**src/common/smc_pkg.sv**
```systemverilog
/*
  Constants shared by the serial bus configuration block: register
  decode, field positions, reset values, timing counts and the
  encoding of the bit-rate source select.
  Assumes nothing of its surroundings; it holds definitions only.
*/
package smc_pkg;

  // ----------------------------------------------------------------
  // Register decode.
  // ----------------------------------------------------------------
  localparam logic [7:0] CFG_ADDR = 8'hC1;
  localparam logic [3:0] PAGE_BUS0 = 4'h0;
  localparam logic [3:0] PAGE_BUS1 = 4'hF;
  localparam logic [7:0] CFG_RESET = 8'h00;
  // The busy bit is read only, so writes never reach bit 5.
  localparam logic [7:0] CFG_WR_MASK = 8'hDF;
  localparam logic [7:0] RDATA_RESET = 8'h00;

  // ----------------------------------------------------------------
  // Field positions of each configuration register.
  // ----------------------------------------------------------------
  localparam int EN_BIT = 7;
  localparam int INH_BIT = 6;
  localparam int BUSY_BIT = 5;
  localparam int EXT_BIT = 4;
  localparam int TOE_BIT = 3;
  localparam int FTE_BIT = 2;
  localparam int CS_MSB = 1;
  localparam int CS_LSB = 0;

  // ----------------------------------------------------------------
  // Timing counts, in source periods or system clocks.
  // ----------------------------------------------------------------
  localparam logic [3:0] FREE_PERIODS = 4'hA;
  localparam logic [3:0] HOLD_NORMAL = 4'h3;
  localparam logic [3:0] HOLD_EXT = 4'hC;
  localparam logic [3:0] SETUP_EXT = 4'hB;
  // Zero tells the shift engine to take setup from the low time.
  localparam logic [3:0] SETUP_LOW_TIME = 4'h0;

  // Bit-rate source select codes.
  typedef enum logic [1:0] {
    SRC_TMR0 = 2'b00,
    SRC_ALT = 2'b01,
    SRC_TMR2_HI = 2'b10,
    SRC_TMR2_LO = 2'b11
  } smc_src_e;

endpackage : smc_pkg

```
**src/rtl/smc_sync.sv**
```systemverilog
/*
  Two-stage synchroniser for levels that arrive from outside the
  system clock domain.
  Assumes the inputs are slow levels; it does not catch pulses.
*/
`timescale 1ns/1ns
`default_nettype none

module smc_sync #(
  parameter int WIDTH = 2
) (
  // Clock, reset and enable.
  input wire logic clock_i,
  input wire logic rst_i,
  input wire logic ce_i,
  // Raw levels and their synchronised copy.
  input wire logic [WIDTH-1:0] d_i,
  output logic [WIDTH-1:0] q_o
);

  typedef struct packed {
    logic [WIDTH-1:0] meta;
    logic [WIDTH-1:0] stable;
  } smc_sync_s;

  smc_sync_s st_q;
  smc_sync_s st_d;

  // The first stage feeds only the second stage.
  always_comb begin
    st_d.meta = d_i;
    st_d.stable = st_q.meta;
  end

  // State register, frozen while the clock enable is low.
  always_ff @(posedge clock_i or posedge rst_i) begin
    if (rst_i) begin
      st_q <= '0;
    end else if (ce_i) begin
      st_q <= st_d;
    end
  end

  assign q_o = st_q.stable;

endmodule : smc_sync

`default_nettype wire

```
**src/rtl/smc_monitor.sv**
```systemverilog
/*
  Line monitor for one bus instance: synchronises the clock and data
  lines, finds START and STOP, keeps the busy flag and the bus-free
  timeout count.
  Assumes rate_tick_i is a one-cycle pulse on the system clock.
*/
`timescale 1ns/1ns
`default_nettype none

module smc_monitor import smc_pkg::*; (
  // Clock, reset and enable.
  input wire logic clock_i,
  input wire logic rst_i,
  input wire logic ce_i,
  // Configuration.
  input wire logic enable_i,
  input wire logic idle_timeout_en_i,
  input wire logic rate_tick_i,
  // Bus lines, asynchronous.
  input wire logic clock_line_i,
  input wire logic data_line_i,
  // Status.
  output logic busy_o,
  output logic clock_high_o
);

  typedef struct packed {
    logic scl_p;
    logic sda_p;
    logic busy;
    logic [3:0] idle;
  } smc_mon_s;

  smc_mon_s st_q;
  smc_mon_s st_d;
  logic [1:0] line_s;
  logic start;
  logic stop;
  logic both_high;
  logic free;

  smc_sync #(.WIDTH(2)) u_sync (
    .clock_i(clock_i),
    .rst_i(rst_i),
    .ce_i(ce_i),
    .d_i({clock_line_i, data_line_i}),
    .q_o(line_s)
  );

  // Edges are judged on synchronised copies only.
  assign both_high = line_s[1] & line_s[0];
  assign start = st_q.scl_p & line_s[1] & st_q.sda_p & ~line_s[0];
  assign stop = st_q.scl_p & line_s[1] & ~st_q.sda_p & line_s[0];
  // The eleventh period with both lines high ends the wait.
  assign free = idle_timeout_en_i & both_high & rate_tick_i & (st_q.idle == FREE_PERIODS);

  // Next state: busy flag and idle period count.
  always_comb begin
    st_d = st_q;
    st_d.scl_p = line_s[1];
    st_d.sda_p = line_s[0];
    if (!enable_i || !both_high || !idle_timeout_en_i) begin
      st_d.idle = '0;
    end else if (rate_tick_i && st_q.idle <= FREE_PERIODS) begin
      st_d.idle = st_q.idle + 4'h1;
    end
    if (!enable_i) begin
      st_d.busy = 1'b0;
    end else if (start) begin
      st_d.busy = 1'b1;
    end else if (stop || free) begin
      st_d.busy = 1'b0;
    end
  end

  always_ff @(posedge clock_i or posedge rst_i) begin
    if (rst_i) begin
      st_q <= '0;
    end else if (ce_i) begin
      st_q <= st_d;
    end
  end

  assign busy_o = st_q.busy;
  assign clock_high_o = line_s[1];

  // A START while enabled marks the bus busy.
  start_sets_a: assert property (@(posedge clock_i) disable iff (rst_i)
    (ce_i && enable_i && start) |=> busy_o)
    else $error("busy not set by start");

  // A STOP releases the bus.
  stop_clears_a: assert property (@(posedge clock_i) disable iff (rst_i)
    (ce_i && stop) |=> !busy_o)
    else $error("busy not cleared by stop");

  // Idle lines for more than ten periods release the bus.
  idle_free_a: assert property (@(posedge clock_i) disable iff (rst_i)
    (ce_i && enable_i && idle_timeout_en_i && both_high && rate_tick_i
     && st_q.idle == FREE_PERIODS) |=> !busy_o)
    else $error("busy not cleared by free timeout");

endmodule : smc_monitor

`default_nettype wire

```
**src/rtl/smc_top.sv**
```systemverilog
/*
  Configuration and status logic for two serial bus instances: two
  configuration registers on the special function register bus, the
  bit-rate source selection, timeout timer reload control, setup and
  hold selection, slave interrupt gating and the busy flags.
  Assumes the timer overflows and engine events are one-cycle pulses
  on clock_i, and that the bus lines arrive asynchronously.
*/
// What this block does
// - Enable bit makes the instance watch its lines; clear means no bus part.
// - Slave inhibit suppresses slave interrupts; master interrupts still pass.
// - Busy set while a transfer runs, cleared by STOP or free timeout.
// - Extension bit chooses normal or extended data setup and hold times.
// - Instance 0 holds timer 3 in reload while its clock line is high.
// - In split mode only the timer high byte is held in reload.
// - Bus free after both lines high more than ten source periods.
// - Source codes pick timer 0, timer 1, timer 2 high, timer 2 low.
// - Instance 1 register at 0xC1 on page F, resets to zero.
// - Instance 0 register at 0xC1 on page 0.
// - Instance 1 uses timer 4 for the low clock timeout.
// - Instance 1 code 01 selects timer 5 instead of timer 1.
`timescale 1ns/1ns
`default_nettype none

module smc_top import smc_pkg::*; (
  // Clock, reset and enable.
  input wire logic clock_i,
  input wire logic rst_i,
  input wire logic ce_i,
  // Special function register port.
  input wire logic [7:0] sfr_addr_i,
  input wire logic [3:0] sfr_page_i,
  input wire logic sfr_wr_i,
  input wire logic sfr_rd_i,
  input wire logic [7:0] sfr_wdata_i,
  output logic [7:0] sfr_rdata_o,
  // Bus lines, asynchronous.
  input wire logic bus0_clock_line_i,
  input wire logic bus0_data_line_i,
  input wire logic bus1_clock_line_i,
  input wire logic bus1_data_line_i,
  // Timer overflow pulses.
  input wire logic tmr0_ovf_i,
  input wire logic tmr1_ovf_i,
  input wire logic tmr2_hi_ovf_i,
  input wire logic tmr2_lo_ovf_i,
  input wire logic tmr5_ovf_i,
  // Timeout timer split mode.
  input wire logic tmr3_split_i,
  input wire logic tmr4_split_i,
  // Events from the shift engines.
  input wire logic bus0_slave_event_i,
  input wire logic bus0_master_event_i,
  input wire logic bus1_slave_event_i,
  input wire logic bus1_master_event_i,
  // Instance 0 controls and status.
  output logic bus0_enable_o,
  output logic bus0_long_setup_hold_o,
  output logic [3:0] bus0_setup_cycles_o,
  output logic [3:0] bus0_hold_cycles_o,
  output logic bus0_bit_tick_o,
  output logic bus0_irq_o,
  output logic bus0_transfer_active_o,
  // Instance 1 controls and status.
  output logic bus1_enable_o,
  output logic bus1_long_setup_hold_o,
  output logic [3:0] bus1_setup_cycles_o,
  output logic [3:0] bus1_hold_cycles_o,
  output logic bus1_bit_tick_o,
  output logic bus1_irq_o,
  output logic bus1_transfer_active_o,
  // Timeout timer reload controls.
  output logic tmr3_hi_reload_o,
  output logic tmr3_lo_reload_o,
  output logic tmr4_hi_reload_o,
  output logic tmr4_lo_reload_o
);

  // ----------------------------------------------------------------
  // State.
  // ----------------------------------------------------------------
  typedef struct packed {
    logic [1:0][7:0] cfg;
    logic [7:0] rdata;
    logic [1:0][3:0] setup;
    logic [1:0][3:0] hold;
    logic [1:0] tick;
    logic [1:0] irq;
    logic [1:0] busy;
    logic [1:0] rl_hi;
    logic [1:0] rl_lo;
  } smc_top_s;

  smc_top_s st_q;
  smc_top_s st_d;

  logic [1:0] clock_line;
  logic [1:0] data_line;
  logic [1:0] alt_ovf;
  logic [1:0] split;
  logic [1:0] slave_ev;
  logic [1:0] master_ev;
  logic [1:0] src_tick;
  logic [1:0] mon_busy;
  logic [1:0] scl_high;
  logic wr_bus0;
  logic wr_bus1;
  logic rd_bus0;
  logic rd_bus1;

  // Gather per-instance pins so both instances share one loop.
  assign clock_line = {bus1_clock_line_i, bus0_clock_line_i};
  assign data_line = {bus1_data_line_i, bus0_data_line_i};
  assign alt_ovf = {tmr5_ovf_i, tmr1_ovf_i};
  assign split = {tmr4_split_i, tmr3_split_i};
  assign slave_ev = {bus1_slave_event_i, bus0_slave_event_i};
  assign master_ev = {bus1_master_event_i, bus0_master_event_i};

  // ----------------------------------------------------------------
  // Register decode.
  // ----------------------------------------------------------------
  // The two registers share one address; the page tells them apart.
  assign wr_bus0 = sfr_wr_i && sfr_addr_i == CFG_ADDR && sfr_page_i == PAGE_BUS0;
  assign wr_bus1 = sfr_wr_i && sfr_addr_i == CFG_ADDR && sfr_page_i == PAGE_BUS1;
  assign rd_bus0 = sfr_rd_i && sfr_addr_i == CFG_ADDR && sfr_page_i == PAGE_BUS0;
  assign rd_bus1 = sfr_rd_i && sfr_addr_i == CFG_ADDR && sfr_page_i == PAGE_BUS1;

  // ----------------------------------------------------------------
  // Per-instance line monitors and source select.
  // ----------------------------------------------------------------
  for (genvar g = 0; g < 2; g++) begin : g_inst
    smc_src_e sel;

    assign sel = smc_src_e'(st_q.cfg[g][CS_MSB:CS_LSB]);

    // Overflow that paces this instance's bit rate.
    assign src_tick[g] = (sel == SRC_TMR0) ? tmr0_ovf_i :
                         (sel == SRC_ALT) ? alt_ovf[g] :
                         (sel == SRC_TMR2_HI) ? tmr2_hi_ovf_i : tmr2_lo_ovf_i;

    smc_monitor u_mon (
      .clock_i(clock_i),
      .rst_i(rst_i),
      .ce_i(ce_i),
      .enable_i(st_q.cfg[g][EN_BIT]),
      .idle_timeout_en_i(st_q.cfg[g][FTE_BIT]),
      .rate_tick_i(src_tick[g]),
      .clock_line_i(clock_line[g]),
      .data_line_i(data_line[g]),
      .busy_o(mon_busy[g]),
      .clock_high_o(scl_high[g])
    );
  end

  // ----------------------------------------------------------------
  // Next state.
  // ----------------------------------------------------------------
  // Output flops are computed from the registered configuration, so
  // a write takes effect one cycle after it lands.
  always_comb begin
    logic en;
    logic hold_on;
    en = 1'b0;
    hold_on = 1'b0;
    st_d = st_q;
    if (wr_bus0) begin
      st_d.cfg[0] = sfr_wdata_i & CFG_WR_MASK;
    end
    if (wr_bus1) begin
      st_d.cfg[1] = sfr_wdata_i & CFG_WR_MASK;
    end
    // Read data is captured on the strobe and held until the next.
    if (rd_bus0) begin
      st_d.rdata = st_q.cfg[0];
      st_d.rdata[BUSY_BIT] = mon_busy[0];
    end else if (rd_bus1) begin
      st_d.rdata = st_q.cfg[1];
      st_d.rdata[BUSY_BIT] = mon_busy[1];
    end else if (sfr_rd_i) begin
      st_d.rdata = RDATA_RESET;
    end
    for (int i = 0; i < 2; i++) begin
      en = st_q.cfg[i][EN_BIT];
      // Slave events are dropped under inhibit; master ones never.
      st_d.irq[i] = en & (master_ev[i] | (slave_ev[i] & ~st_q.cfg[i][INH_BIT]));
      st_d.tick[i] = en & src_tick[i];
      st_d.busy[i] = mon_busy[i];
      // The timer counts only while the clock line is held low.
      hold_on = en & st_q.cfg[i][TOE_BIT] & scl_high[i];
      st_d.rl_hi[i] = hold_on;
      st_d.rl_lo[i] = hold_on & ~split[i];
      if (st_q.cfg[i][EXT_BIT]) begin
        st_d.setup[i] = SETUP_EXT;
        st_d.hold[i] = HOLD_EXT;
      end else begin
        st_d.setup[i] = SETUP_LOW_TIME;
        st_d.hold[i] = HOLD_NORMAL;
      end
    end
  end

  // ----------------------------------------------------------------
  // State register.
  // ----------------------------------------------------------------
  always_ff @(posedge clock_i or posedge rst_i) begin
    if (rst_i) begin
      st_q <= '0;
      st_q.cfg <= {CFG_RESET, CFG_RESET};
      st_q.rdata <= RDATA_RESET;
      st_q.setup <= {SETUP_LOW_TIME, SETUP_LOW_TIME};
      st_q.hold <= {HOLD_NORMAL, HOLD_NORMAL};
    end else if (ce_i) begin
      st_q <= st_d;
    end
  end

  // ----------------------------------------------------------------
  // Outputs, all straight from flops.
  // ----------------------------------------------------------------
  assign sfr_rdata_o = st_q.rdata;
  assign bus0_enable_o = st_q.cfg[0][EN_BIT];
  assign bus0_long_setup_hold_o = st_q.cfg[0][EXT_BIT];
  assign bus0_setup_cycles_o = st_q.setup[0];
  assign bus0_hold_cycles_o = st_q.hold[0];
  assign bus0_bit_tick_o = st_q.tick[0];
  assign bus0_irq_o = st_q.irq[0];
  assign bus0_transfer_active_o = st_q.busy[0];
  assign bus1_enable_o = st_q.cfg[1][EN_BIT];
  assign bus1_long_setup_hold_o = st_q.cfg[1][EXT_BIT];
  assign bus1_setup_cycles_o = st_q.setup[1];
  assign bus1_hold_cycles_o = st_q.hold[1];
  assign bus1_bit_tick_o = st_q.tick[1];
  assign bus1_irq_o = st_q.irq[1];
  assign bus1_transfer_active_o = st_q.busy[1];
  assign tmr3_hi_reload_o = st_q.rl_hi[0];
  assign tmr3_lo_reload_o = st_q.rl_lo[0];
  assign tmr4_hi_reload_o = st_q.rl_hi[1];
  assign tmr4_lo_reload_o = st_q.rl_lo[1];

  // ----------------------------------------------------------------
  // Checks.
  // ----------------------------------------------------------------
  page_f_write_a: assert property (@(posedge clock_i) disable iff (rst_i)
    (ce_i && wr_bus1) |=> (st_q.cfg[1] == ($past(sfr_wdata_i) & CFG_WR_MASK)))
    else $error("page F write not stored");

  page_0_write_a: assert property (@(posedge clock_i) disable iff (rst_i)
    (ce_i && wr_bus0) |=> (st_q.cfg[0] == ($past(sfr_wdata_i) & CFG_WR_MASK))
      && $stable(st_q.cfg[1]))
    else $error("page 0 write not stored or leaked");

  busy_read_a: assert property (@(posedge clock_i) disable iff (rst_i)
    (ce_i && rd_bus0) |=> (sfr_rdata_o[BUSY_BIT] == $past(mon_busy[0])))
    else $error("busy bit not read back");

  slave_block_a: assert property (@(posedge clock_i) disable iff (rst_i)
    (ce_i && st_q.cfg[0][INH_BIT] && bus0_slave_event_i && !bus0_master_event_i)
      |=> !bus0_irq_o)
    else $error("slave interrupt not blocked");

  master_irq_a: assert property (@(posedge clock_i) disable iff (rst_i)
    (ce_i && st_q.cfg[1][EN_BIT] && bus1_master_event_i) |=> bus1_irq_o)
    else $error("master interrupt lost");

  reload_hold_a: assert property (@(posedge clock_i) disable iff (rst_i)
    (ce_i && st_q.cfg[0][EN_BIT] && st_q.cfg[0][TOE_BIT] && scl_high[0])
      |=> tmr3_hi_reload_o)
    else $error("timer 3 not held in reload");

  split_hold_a: assert property (@(posedge clock_i) disable iff (rst_i)
    (ce_i && st_q.cfg[1][EN_BIT] && st_q.cfg[1][TOE_BIT] && scl_high[1]
     && tmr4_split_i) |=> (tmr4_hi_reload_o && !tmr4_lo_reload_o))
    else $error("split mode reload wrong");

  alt_source_a: assert property (@(posedge clock_i) disable iff (rst_i)
    (ce_i && st_q.cfg[1][EN_BIT] && st_q.cfg[1][CS_MSB:CS_LSB] == SRC_ALT)
      |=> (bus1_bit_tick_o == $past(tmr5_ovf_i)))
    else $error("instance 1 source 01 not timer 5");

  disabled_quiet_a: assert property (@(posedge clock_i) disable iff (rst_i)
    (ce_i && !st_q.cfg[0][EN_BIT])
      |=> !(bus0_irq_o || bus0_bit_tick_o || tmr3_hi_reload_o))
    else $error("disabled instance active");

  long_hold_a: assert property (@(posedge clock_i) disable iff (rst_i)
    (ce_i && st_q.cfg[0][EXT_BIT])
      |=> (bus0_hold_cycles_o == HOLD_EXT && bus0_setup_cycles_o == SETUP_EXT))
    else $error("extended timing not selected");

endmodule : smc_top

`default_nettype wire

```
**config.mk**
```make
export PLATFORM = sky130hd
export DESIGN_NAME = smc_top
export DESIGN_NICKNAME = d
export VERILOG_FILES = /design/src/common/smc_pkg.sv /design/src/rtl/smc_sync.sv /design/src/rtl/smc_monitor.sv /design/src/rtl/smc_top.sv
export SDC_FILE = /design/constraint.sdc
export NUM_CORES = 1
export LEC_CHECK = 0
export ABC_CLOCK_PERIOD_IN_PS = 2500
export BUFFER_PORTS_ARGS = -buffer_cell sky130_fd_sc_hd__buf_4
export CAP_MARGIN = 5
export CORE_MARGIN = 8
export CORE_UTILIZATION = 30
export DETAILED_ROUTE_END_ITERATION = 7
export MAX_ROUTING_LAYER = met4
export PLACE_DENSITY = 0.57
export SYNTH_ARGS = -nofsm -noshare
export SYNTH_HDL_FRONTEND = slang
export SYNTH_SLANG_ARGS = --single-unit
export TNS_END_PERCENT = 50
```
**constraint.sdc**
```tcl
create_clock -name clock_i -period 2.5 [get_ports clock_i]
set_input_delay 0.5 -clock clock_i [delete_from_list [all_inputs] [get_ports clock_i]]
set_output_delay 0.5 -clock clock_i [all_outputs]
set_load 0.1 [all_outputs]
```
== Word-level counts from Yosys, hierarchy flattened ==
Index checks and enable logic that the tools add are counted.
Widths: inputs -> output; s select.

* Add/subtract/negate cells: 2
* Order comparisons: 2
* Equal/unequal tests: 10
* Multiplexer cells: 23
* Bitwise logic cells: 40
* Reductions and logical operators: 33

{| class="wikitable"
|+ Operator list
! kind !! count
|-
| $mux 4 || 8
|-
| $and 1x1->1 || 30
|-
| $mux 8 || 3
|-
| $reduce_and 2->1 || 7
|-
| $eq 4x4->1 const B || 3
|-
| $mux 1 || 12
|-
| $add 4x1->4 const B || 2
|-
| $eq 8x8->1 const B || 1
|-
| $le 4x4->1 const B || 2
|-
| $logic_and 1x1->1 || 8
|-
| $not 1->1 || 8
|-
| $logic_not 1->1 || 6
|-
| $logic_or 1x1->1 || 6
|-
| $ne 3x1->1 const B || 2
|-
| $eq 2x1->1 const B || 2
|-
| $eq 2x2->1 const B || 2
|-
| $logic_not 2->1 || 2
|-
| $logic_not 4->1 || 1
|-
| $reduce_bool 2->1 || 2
|-
| $reduce_bool 3->1 || 1
|-
| $or 1x1->1 || 2
|}

* Flip-flop bits (word level): 70
* Input port bits: 40
* Output and inout port bits: 38

== Depth between registers and ports, before layout ==
Gate-level depths: netlist (run 1).

* Depth after elaboration: 10
* Mapped depth: 6

== Modules after synthesis ==
A second synthesis (run 1) with hierarchy kept.

* Cells, all modules: 237
* Area total of the unflattened synthesis: 2890.3 µm²

{| class="wikitable"
|+ Modules (own cells, without submodules)
! module !! instances !! cells each !! area each (µm²) !! seq. area each (µm²)
|-
| smc_top || 1 || 143 || 1794.2 || 903.4
|-
| smc_monitor || 2 || 38 || 399.1 || 175.2
|-
| smc_sync || 2 || 9 || 148.9 || 100.1
|}

== Worst setup path before layout (run 1) ==
No wires, ideal clock.

* Path kind: input to register
* Start: input port sfr_addr_i[3]
* End: register st_q (netlist bit bus0_long_setup_hold_o)
* Data arrival time: 2001 ps
* Data required time: 2374 ps
* Setup slack: 373 ps
* Stages on the path: 4
* Path buffers: 0
* Cell sequence: or4b_4 -> or2_4 -> nor3_4 -> mux2_2

* Longest elaborated chain between the ends: 4

{| class="wikitable"
|+ Ends and longest elaborated chain
! element !! line !! source
|-
| start, declared || smc_top.sv:31 || <nowiki>input wire logic [7:0] sfr_addr_i,</nowiki>
|-
| $eq 8x8->1 || smc_top.sv:123 || <nowiki>assign wr_bus0 = sfr_wr_i && sfr_addr_i == CFG_ADDR && sfr_page_i == PAGE_BUS0;</nowiki>
|-
| $logic_and 1x1->1 (2 in a row) || smc_top.sv:123 ||
|-
| $reduce_and 2->1 (no line) || - ||
|-
| end signal, assigned || smc_top.sv:213 || <nowiki>st_q <= st_d;</nowiki>
|-
| end, declared || smc_top.sv:94 || <nowiki>smc_top_s st_q;</nowiki>
|}

Every way passes these cells.
A chain may end at the register's enable or synchronous reset.

== Worst setup path after layout (run 1) ==
* Start: input port sfr_addr_i[3]
* End: register st_q[45] (netlist bit)

* Longest elaborated chain between the ends: 4

{| class="wikitable"
|+ Ends and longest elaborated chain
! element !! line !! source
|-
| $eq 8x8->1 || smc_top.sv:124 || <nowiki>assign wr_bus1 = sfr_wr_i && sfr_addr_i == CFG_ADDR && sfr_page_i == PAGE_BUS1;</nowiki>
|-
| $logic_and 1x1->1 (2 in a row) || smc_top.sv:124 ||
|-
| $reduce_and 2->1 (no line) || - ||
|}

Every way passes these cells.

==> run metrics, run 1 <==
run status=complete, no violations; Most common cell on crit path=buf_4; vias in the first global route=2053; largest net degree at the start of global routing=43; Area Growth Syn to Fin=27.4%; ys async rst share=100%; FMAX=0.511 GHz; CP Depth=6; DRC=0; Final nets=344; DP Area=3400 sq um; port bufs=74; Fill cells=913; layout cells sized above 1=46.2%; WHS=0.230 ns; max-capacitance violation count=0; worst-path cell chain=buf_4, or4b_4, or2_4, nor3_4, buf_4, mux2_2; RR Startpoint=g_inst[0].sel[0]; Final min period=1.96 ns; Slew HR=60.8%; overall via count from detail_route=2006; r2r setup slk=0.84 ns; reg-to-reg critical path endpoint=g_inst[0].u_mon.st_q[0]; Antenna Violating Nets Remaining=0; via/cell ratio=4.82; Distinct cells, synth=39; fin. max-slew vios=0; Synth Warn #=0; IO Pins=78; CTS Buf Count=9; top post-synthesis cells by area=dfrtp_1, mux2_2, buf_4; syn_area_per_cell=12.0 sq um; Final WS setup=0.543 ns; setup slack at placement=0.203 ns; Seq/Total Area, Yosys=51.3%; final setup TNS=0 ns; CP Capture Point=st_q[45]; drt first-iter violations=99; total gr overflow=0; Mapped Area=2830 sq um; Commonest cells post-synth=dfrtp_1, mux2_2, buf_4, inv_1, nand4_1; Max VDD drop=0.360 mV; post-CTS setup buffers=0; Crit path max-delay family=simple AND/OR/NAND/NOR gates; register area=1450 sq um; n_diodes=0; first-pass GRT wire length=10900 um; CP Data Arrival Time=2.18 ns; Starting Density=30.8%; Core ar.=9200 sq um; FF+latch count, synth=58; htree depth=3; RSZ-0062 raised after global routing=false; Worst-Skew Late Latency=0.34 ns; crit share post-route=78.3%; Data required, critical path=2.72 ns; WP buf/inv=2; initial antenna violation count=0; Critical Path Source=sfr_addr_i[3]; Hold Fails Final Rpt=0; CTS sink cnt=58; clk slew on worst S/H paths=0.07 ns; Design Area, Final=3610 sq um; max incr delay on CP=0.56 ns; Hold Buf Count CTS=0; Die Y=113 um; WL per Instance=16.3 um; CTS tree=done; Final Skew=0.00787 ns; count leader, synth=dfrtp_1; Yosys top cell by area=dfrtp_1; top-area cell type share of the netlist area=49.5%; endpoint class of the critical path=flop; Hold WC Path Type=in2async; Power Density=570 nW/um^2; full die area=12800 sq um; leakage=0.00181 uW; 1st-pass router iterations=4; Worst Reg-to-Reg Cells=4; Post-Route WL=6790 um; Least-Margin Pin Slew=0.588 ns; slowest cell on the critical path=or4b_4; Rows=35; Routability Congestion=0.782; Post-DP HPWL=5050 um; Clock Tree Buf Depth=2; ys flop type=dfrtp_1; Die Span X=113 um; Clk Tree Root Cell=clkbuf_8; gr usage total=11.2%; post-CTS sizing=0; type of the worst setup path=in2reg; setup violators final=0; CP startpoint kind=input port; Post-synth EDFFs=0; Pwr Total=2060 uW; area of the multi-input gates=1080 sq um; Cells after Synth=236; Critical Path Fanout Max=4
==> layout make-up <==
cell class / instances / share of cell area [%]
well taps: 111 / 3.85
clock inverters: 4 / 1.39
multi-input cells: 124 / 30.1
repair buffers: 83 / 17.6
clock buffers: 12 / 4.30
flip-flops and latches: 58 / 40.3
inverters: 24 / 2.50
==> logic make-up (layout without fill, tap and decap cells) <==
kind of cell / Yosys count / after routing / share of synthesized area, %
AND/OR/NAND/NOR: 49 / 49 / 11.8
adder cells (fa/ha/maj): 4 / 4 / 1.77
other: 1 / 2 / 0.132
buffers and inverters: 55 / 123 / 10.5
multiplexers: 41 / 41 / 16.8
AO/OA/AOI/OAI: 28 / 28 / 7.69
flip-flops: 58 / 58 / 51.3
==> metal layers <==
layer	global-route usage [%]	vias up	part of all wire, %
li1	-	963	-
met5	-	-	0
met3	2.93	9	4.9
met4	5.06	0	1.6
met2	17.5	56	48
met1	13.4	978	45
==> worst min-delay path by stage <==
stage	from	endpoint	slack (ns)
2_1_floorplan	bus0_hold_cycles_o[1]	bus0_hold_cycles_o[1]	0.45
3_3_place_gp	bus1_hold_cycles_o[1]	bus1_hold_cycles_o[1]	0.46
3_5_place_dp	bus1_hold_cycles_o[1]	bus1_hold_cycles_o[1]	0.47
4_1_cts	rst_i	bus0_hold_cycles_o[2]	0.24
5_1_grt	rst_i	bus1_hold_cycles_o[2]	0.27
6_report	rst_i	bus0_hold_cycles_o[2]	0.23
==> registers in the layout, indices dropped and copies added (netlist names), 2 cells and up <==
register / flops
g_inst.u_mon.st_q: 12
g_inst.u_mon.u_sync.q_o: 4
g_inst.sel: 4
st_q: 6
bus0_hold_cycles_o: 2
sfr_rdata_o: 8
g_inst.u_mon.u_sync.st_d: 4
g_inst.u_mon.busy_o: 2
bus1_hold_cycles_o: 2
==> per-stage QoR <==
step | std cells | utilization (%)
6_report | 416 | 39.2
5_1_grt | 416 | 39.2
4_1_cts | 416 | 39.2
3_5_place_dp | 400 | 37.0
3_3_place_gp | 400 | 37.0
2_1_floorplan | 237 | -
==> report_power, final <==
part	total [uW]	switching, uW	internal, uW
combinational	164	82.2	82.2
clock	893	380	513
sequential	999	30.2	968
==> layout by cell type (no fill, tap or decap), drive strengths merged, types with 3 or more instances in the layout <==
cell type and count:
inv 24, nand3 5, o21ai 4, dfrtp 56, o22ai 3, and4 3
buf 83, nor2 5, nand4 11, a222oi 8, clkbuf 12, mux2i 7
nand2 7, a21oi 4, mux2 32, ha 4
Power figures use the tool's default switching activity.
==> run 2, diff against run 1 <==
--- a/config.mk
+++ b/config.mk
@@ -5,14 +5,15 @@
 export SDC_FILE = /design/constraint.sdc
 export NUM_CORES = 1
 export LEC_CHECK = 0
-export ABC_CLOCK_PERIOD_IN_PS = 2500
+export ABC_AREA = 1
+export ABC_CLOCK_PERIOD_IN_PS = 1900
 export BUFFER_PORTS_ARGS = -buffer_cell sky130_fd_sc_hd__buf_4
 export CAP_MARGIN = 5
 export CORE_MARGIN = 8
 export CORE_UTILIZATION = 30
 export DETAILED_ROUTE_END_ITERATION = 7
 export MAX_ROUTING_LAYER = met4
-export PLACE_DENSITY = 0.57
+export PLACE_DENSITY = 0.56
 export SYNTH_ARGS = -nofsm -noshare
 export SYNTH_HDL_FRONTEND = slang
 export SYNTH_SLANG_ARGS = --single-unit
==> constraint.sdc (replaced) <==
create_clock -name clock_i -period 1.9 [get_ports clock_i]
set_input_delay 0.38 -clock clock_i [delete_from_list [all_inputs] [get_ports clock_i]]
set_output_delay 0.38 -clock clock_i [all_outputs]
set_load 0.1 [all_outputs]
==> run metrics, run 2 <==
run status=complete, no violations; most frequent cells in the layout=nand2_1, buf_4, dfrtp_1; setup violators final=0 (unchanged); Starting Density=30.5% (-0.26 points); slowest cell on the critical path=dfrtp_1; r2r setup slk=0.47 ns (-0.37 ns); Synth Warn #=0 (unchanged); Clock Tree Buf Depth=2 (unchanged); Distinct cells, synth=31 (-21%); CP Depth=1 (-5); Hold WC Path Type=in2async; Post-DP HPWL=5820 um (+15%); RSZ-0062 raised after global routing=false; fin. max-slew vios=0 (unchanged); most common cell after layout, fill and taps aside=nand2_1; met1 WL=3490 um (+14%); leakage=0.00203 uW (+13%); post-CTS setup buffers=0 (unchanged); gr usage total=11.8% (+0.63 points); type of the worst setup path=reg2out; max reg flops=12 (unchanged); Final min period=1.67 ns; Worst Reg-to-Reg Cells=5 (+1); Routability Congestion=0.776 (-0.77%); Final nets=488 (+42%); DRC=0 (unchanged); top post-synthesis cells by area=dfrtp_1, nand2_1, buf_4; largest net degree at the start of global routing=59 (+37%); max-capacitance violation count=0 (unchanged); clk slew on worst S/H paths=0.07 ns (about the same); Worst-Skew Late Latency=0.33 ns (about the same); top layer in use=met4; Post-synth EDFFs=0 (unchanged); setup slack at placement=0.334 ns (+0.130 ns); ys flop type=dfrtp_1; top-area cell type share of the netlist area=44.9% (-4.6 points); via/cell ratio=4.43 (-8.2%); Rows=37 (+5.7%); vias in the first global route=2672 (+30%); FF+latch count, synth=58 (unchanged); WL per Instance=13.0 um (-20%); Commonest cells post-synth=nand2_1, dfrtp_1, inv_1; post-CTS sizing=0 (unchanged); Data required, critical path=1.52 ns (-1.20 ns); IO Pins=78 (unchanged); syn_area_per_cell=8.11 sq um (-32%); n_diodes=0 (unchanged); final setup TNS=0 ns (unchanged); crit share post-route=87.9%; overall via count from detail_route=2590 (+29%); Clk Tree Root Cell=clkbuf_8; Hold Buf Count CTS=0 (unchanged); WP buf/inv=1 (-1); total gr overflow=0 (unchanged); Yosys top cell by area=dfrtp_1; endpoint class of the critical path=output pin; CP Data Arrival Time=1.29 ns (-0.89 ns); FMAX=0.599 GHz; CP startpoint kind=flop; Antenna Violating Nets Remaining=0 (unchanged); CTS tree=done; CTS sink cnt=58 (unchanged); layout cells sized above 1=27.8% (-18 points); Crit path max-delay family=flip-flops; ys async rst share=100% (unchanged); final core area utilization=37.9% (-1.4 points); initial antenna violation count=0 (unchanged); CTS Buf Count=9 (unchanged); Post-Route WL=7630 um (+12%); WL met2=3570 um (+9.0%); port bufs=74 (unchanged); Pwr Total=2710 uW (+32%); max incr delay on CP=0.59 ns (+0.03 ns); worst-path cell chain=buf_4; Seq/Total Area, Yosys=46.6% (-4.8 points); Hold Fails Final Rpt=0 (unchanged); Die Span X=118 um (+4.3%); Core ar.=10200 sq um (+11%); Power Density=699 nW/um^2 (+23%); drt first-iter violations=110 (+11%); Max VDD drop=0.265 mV (-27%); full die area=13900 sq um (+8.8%); Critical Path Fanout Max=8 (+4); htree depth=3 (unchanged); Cells after Synth=385 (+63%); 1st-pass router iterations=4 (unchanged); reg-to-reg critical path endpoint=g_inst[0].u_mon.st_q[1]; most flop-heavy register=g_inst.u_mon.st_q; Die Y=118 um (+4.3%); first-pass GRT wire length=13200 um (+21%); Area Growth Syn to Fin=24.1%; Final WS setup=0.231 ns (-0.312 ns); RR Startpoint=bus0_enable_o; count leader, synth=nand2_1; Mapped Area=3120 sq um (+10%); met3 WL=456 um (+36%); Final Skew=0.00894 ns (+0.00108 ns)
## run 2: cell types whose count changed in the layout (fill, tap and decap cells not counted), sizes merged, moves of 3 or more
cell	before	now
inv	24	41
nand2	7	132
mux2	32	0
mux2i	7	0
nand4	11	14
nor2	5	21
o21ai	4	29
and4	3	0
a222oi	8	0
buf	83	80
nand3	5	37
o22ai	3	0
## run 2: logic make-up (layout without fill, tap and decap cells)
kind of cell / after synthesis / count (layout) / share of synthesized area, %
other: 1 / 2 / 0.120
and+or+nand+nor: 207 / 207 / 30.0
AOI/OAI and AO/OA: 36 / 36 / 7.77
buffers and inverters: 75 / 138 / 12.8
DFF: 58 / 58 / 46.6
adders and majority gates: 4 / 4 / 1.60
xor gates and xnor gates: 4 / 4 / 1.12
## run 2: how the worst max path moves through the flow
stage / from / end / slack [ns]
2_1_floorplan: rst_i / bus0_bit_tick_o / 0.1
3_3_place_gp: sfr_page_i[1] / g_inst[0].sel[0] / 0.35
3_5_place_dp: sfr_page_i[1] / st_q[37] / 0.33
4_1_cts: bus0_enable_o / bus0_enable_o / 0.21
5_1_grt: bus0_enable_o / bus0_enable_o / 0.20
6_report: bus0_enable_o / bus0_enable_o / 0.23
## run 2: routing by layer
| metal | global-route usage (%) | vias to the layer above |
|---|---|---|
| met5 | - | - |
| met4 | 4.88 | 0 |
| met3 | 3.31 | 12 |
| met2 | 18.0 | 73 |
| met1 | 14.5 | 1182 |
| li1 | - | 1323 |
## run 2: cell type report
cell class | count | area [sq um]
Timing Repair Buffer | 80 | 613
Inverter | 42 | 158
Fill cell | 1057 | 6350
Sequential cell | 58 | 1450
Tap cell | 136 | 170
Clock inverter | 2 | 35.0
Multi-Input combinational cell | 253 | 1270
Clock buffer | 14 | 173
## run 2: power by group
part           switching, uW  internal, uW
logic                    152          89.7
registers               24.2          1260
clock network            466           713
total                    642          2070
## run 2: through the flow
stage	instance area (sq um)	hold slack, ns	instances
6_report	3880	0.0934	585
4_1_cts	3880	0.112	585
5_1_grt	3880	0.120	585
3_5_place_dp	3670	0.462	569
3_3_place_gp	3670	0.457	569
2_1_floorplan	3130	0.442	386
## run 2: worst min-delay path, cell delays in order
cell	delay [ns]
buf_4	0.11
inv_2	0.06
buf_12	0.27
==> run 3, diff against run 2 <==
--- a/config.mk
+++ b/config.mk
@@ -16,5 +16,6 @@
 export PLACE_DENSITY = 0.56
 export SYNTH_ARGS = -nofsm -noshare
 export SYNTH_HDL_FRONTEND = slang
+export SYNTH_HIERARCHICAL = 1
 export SYNTH_SLANG_ARGS = --single-unit
 export TNS_END_PERCENT = 50
==> constraint.sdc (replaced) <==
create_clock -name clock_i -period 1.9 [get_ports clock_i]
set_input_delay 0.19 -clock clock_i [delete_from_list [all_inputs] [get_ports clock_i]]
set_output_delay 0.19 -clock clock_i [all_outputs]
set_load 0.1 [all_outputs]
==> run metrics, run 3 <==
Max VDD drop=0.326 mV (+23%); clk slew on worst S/H paths=0.06 ns (about the same); Core ar.=10700 sq um (+4.1%); via/cell ratio=4.33 (-2.1%); largest net degree at the start of global routing=37 (-37%); drt first-iter violations=96 (-13%); Hold WC Path Type=in2reg; area of the multi-input gates=1380 sq um (+8.2%); Post-DP HPWL=5660 um (-2.7%); 1st-pass router iterations=4 (unchanged); Most common cell on crit path=nand2_1; Area Growth Syn to Fin=21.3%; n_diodes=0 (unchanged); Rows=38 (+2.7%); Worst Hold Depth=2; syn_area_per_cell=8.41 sq um (+3.6%); htree depth=3 (unchanged); max-capacitance violation count=0 (unchanged); most flop-heavy register=g_inst.u_mon/st_q; Commonest cells post-synth=nand2_1, dfrtp_1, inv_1; Worst Reg-to-Reg Cells=10 (+5); top post-synthesis cells by area=dfrtp_1, nand2_1, buf_4; Routability Congestion=0.810 (+4.3%); Final Skew=0.00845 ns (-0.000491 ns); Data required, critical path=2.13 ns (+0.61 ns); Hold Fails Final Rpt=0 (unchanged); full die area=14300 sq um (+2.7%); initial antenna violation count=0 (unchanged); endpoint class of the critical path=flop; final setup TNS=0 ns (unchanged); Clock Tree Buf Depth=2 (unchanged); DRC=0 (unchanged); Cells after Synth=383 (-0.52%); Antenna Violating Nets Remaining=0 (unchanged); leakage=0.00208 uW (+2.3%); Power Density=643 nW/um^2 (-8.0%); port bufs=74 (unchanged); Final nets=485 (-0.61%); WP buf/inv=1 (unchanged); Synth Warn #=6 (+6); Distinct cells, synth=31 (unchanged); max reg flops=12 (unchanged); ys flop type=dfrtp_1; Post-Route WL=7420 um (-2.8%); type of the worst setup path=reg2reg; post-CTS setup buffers=0 (unchanged); top-area cell type share of the netlist area=43.5% (-1.3 points); run status=complete, no violations; overall via count from detail_route=2539 (-2.0%); Mapped Area=3220 sq um (+3.1%); fin. max-slew vios=0 (unchanged); max incr delay on CP=0.42 ns (-0.17 ns); gr usage total=11.3% (-0.51 points); slowest cell on the critical path=dfrtp_1; first-pass GRT wire length=12600 um (-4.5%); total gr overflow=0 (unchanged); Fill cells=1120 (+6.0%); most frequent cells in the layout=nand2_1, buf_4, dfrtp_1; Post-synth EDFFs=0 (unchanged); Final min period=1.42 ns (-0.247 ns); Seq/Total Area, Yosys=45.2% (-1.4 points); layout cells sized above 1=32.3% (+4.4 points); Critical Path Fanout Max=5 (-3); Pwr Total=2510 uW (-7.3%); ys async rst share=100% (unchanged); FF+latch count, synth=58 (unchanged); Die Span X=120 um (+1.3%); Die Y=120 um (+1.3%); FMAX=0.703 GHz (+17%); vias in the first global route=2582 (-3.4%); register area=1450 sq um (unchanged); Clk Tree Root Cell=clkbuf_8; RSZ-0062 raised after global routing=false; Starting Density=30.2% (-0.30 points); CTS tree=done; WL per Instance=12.7 um (-2.9%); setup violators final=0 (unchanged); crit share post-route=74.9% (-13 points); worst-path cell chain=inv_1, nor2_1, o21ai_1, nand2_1, nor2_1, nand2_1, nand3_1, nand2_1, nand2_1, nand2_1; Crit path max-delay family=simple AND/OR/NAND/NOR gates; most common cell after layout, fill and taps aside=nand2_1; CTS sink cnt=58 (unchanged); CP Depth=10 (+9); final core area utilization=36.7% (-1.2 points); count leader, synth=nand2_1; Yosys top cell by area=dfrtp_1; CTS Buf Count=9 (unchanged); CP startpoint kind=flop; IO Pins=78 (unchanged); CP Data Arrival Time=1.65 ns (+0.36 ns); Worst-Skew Late Latency=0.33 ns (about the same)
## run 3: changes by cell type in the layout (fill, tap and decap cells not counted), moves of 3 or more
cell     before  now
inv_2         6    9
o21ai_2      14   20
o21ai_0      15    7
nand2_2       1    5
o21ai_1       0    5
nand2_4       0    7
nand4_1      14   18
nand3_1      33   10
nor2_1       18   24
inv_1        35   30
## run 3: cell families (layout without fill, tap and decap cells)
family / count (synthesis) / count (layout) / share of synthesized area, %
multiplexers: 2 / 2 / 0.700
AO/OA/AOI/OAI: 36 / 36 / 8.08
other: 1 / 2 / 0.116
XOR/XNOR: 4 / 4 / 1.09
AND/OR/NAND/NOR: 207 / 207 / 31.1
buffers and inverters: 71 / 133 / 12.2
flip-flops: 58 / 58 / 45.2
adder cells (fa/ha/maj): 4 / 4 / 1.55
## run 3: worst register-to-register path, cell delays in order, from the launching register on
cell	delay (ns)
dfrtp_1	0.42
inv_1	0.08
nor2_1	0.04
o21ai_1	0.31
nand2_1	0.09
nor2_1	0.11
nand2_1	0.05
nand3_1	0.07
nand2_1	0.05
nand2_1	0.06
nand2_1	0.04
## run 3: area by class of cell
class	count	area share, %
clock buffer	13	3.81
clock inverter	3	0.384
inverter	39	3.75
multi-input combinational	255	35.3
sequential	58	37.2
tap	140	4.49
timing repair buffer	78	15.1
## run 3: power by group
group	internal (uW)	switching, uW	total [uW]
combinational	92.1	159	251
sequential	1270	25.1	1290
clock	503	465	969
total	1860	650	2510
## run 3: timing repair
action	in CTS	in global routing
gates resized for setup	0	0
hold endpoints to repair	22	0
endpoints found under the setup margin	0	0
hold buffers	1	0
## run 3: per-stage QoR
| step | cells | cell area, sq um | worst slack, ns | hold slack, ns |
|---|---|---|---|---|
| 2_1_floorplan | 384 | 3220 | 0.359 | -0.0439 |
| 3_3_place_gp | 569 | 3730 | 0.483 | 0.121 |
| 3_5_place_dp | 569 | 3730 | 0.472 | 0.120 |
| 4_1_cts | 586 | 3910 | 0.458 | 0.00364 |
| 5_1_grt | 586 | 3910 | 0.250 | 0.00556 |
| 6_report | 586 | 3910 | 0.477 | 0.0283 |
## run 3: metal layers
layer  wire length [um]  vias up  global-route usage [%]  share of wire (%)
li1                   -     1302                       -                  -
met1               3450     1170                    13.6                 47
met2               3510       63                    17.1                 47
met3                378        4                    3.85                5.1
met4                 78        0                    4.68                1.1
met5                  0        -                       -                  0
## run 3: worst paths after layout
kind | from | endpoint | slack, ns
worst min-delay path | tmr3_split_i | tmr3_lo_reload_o | 0.03
max in group asynchronous | rst_i | bus1_hold_cycles_o[1] | 0.99
worst max-delay path | g_inst[1].sel[0] | g_inst[1].u_mon/busy_o | 0.48
worst max register to register | g_inst[1].sel[0] | g_inst[1].u_mon/busy_o | 0.48
min in group asynchronous | rst_i | g_inst[1].u_mon/u_sync/st_d[0] | 0.32
worst min register to register | g_inst[0].u_mon/u_sync/st_d[0] | g_inst[0].u_mon/u_sync/q_o[0] | 0.47
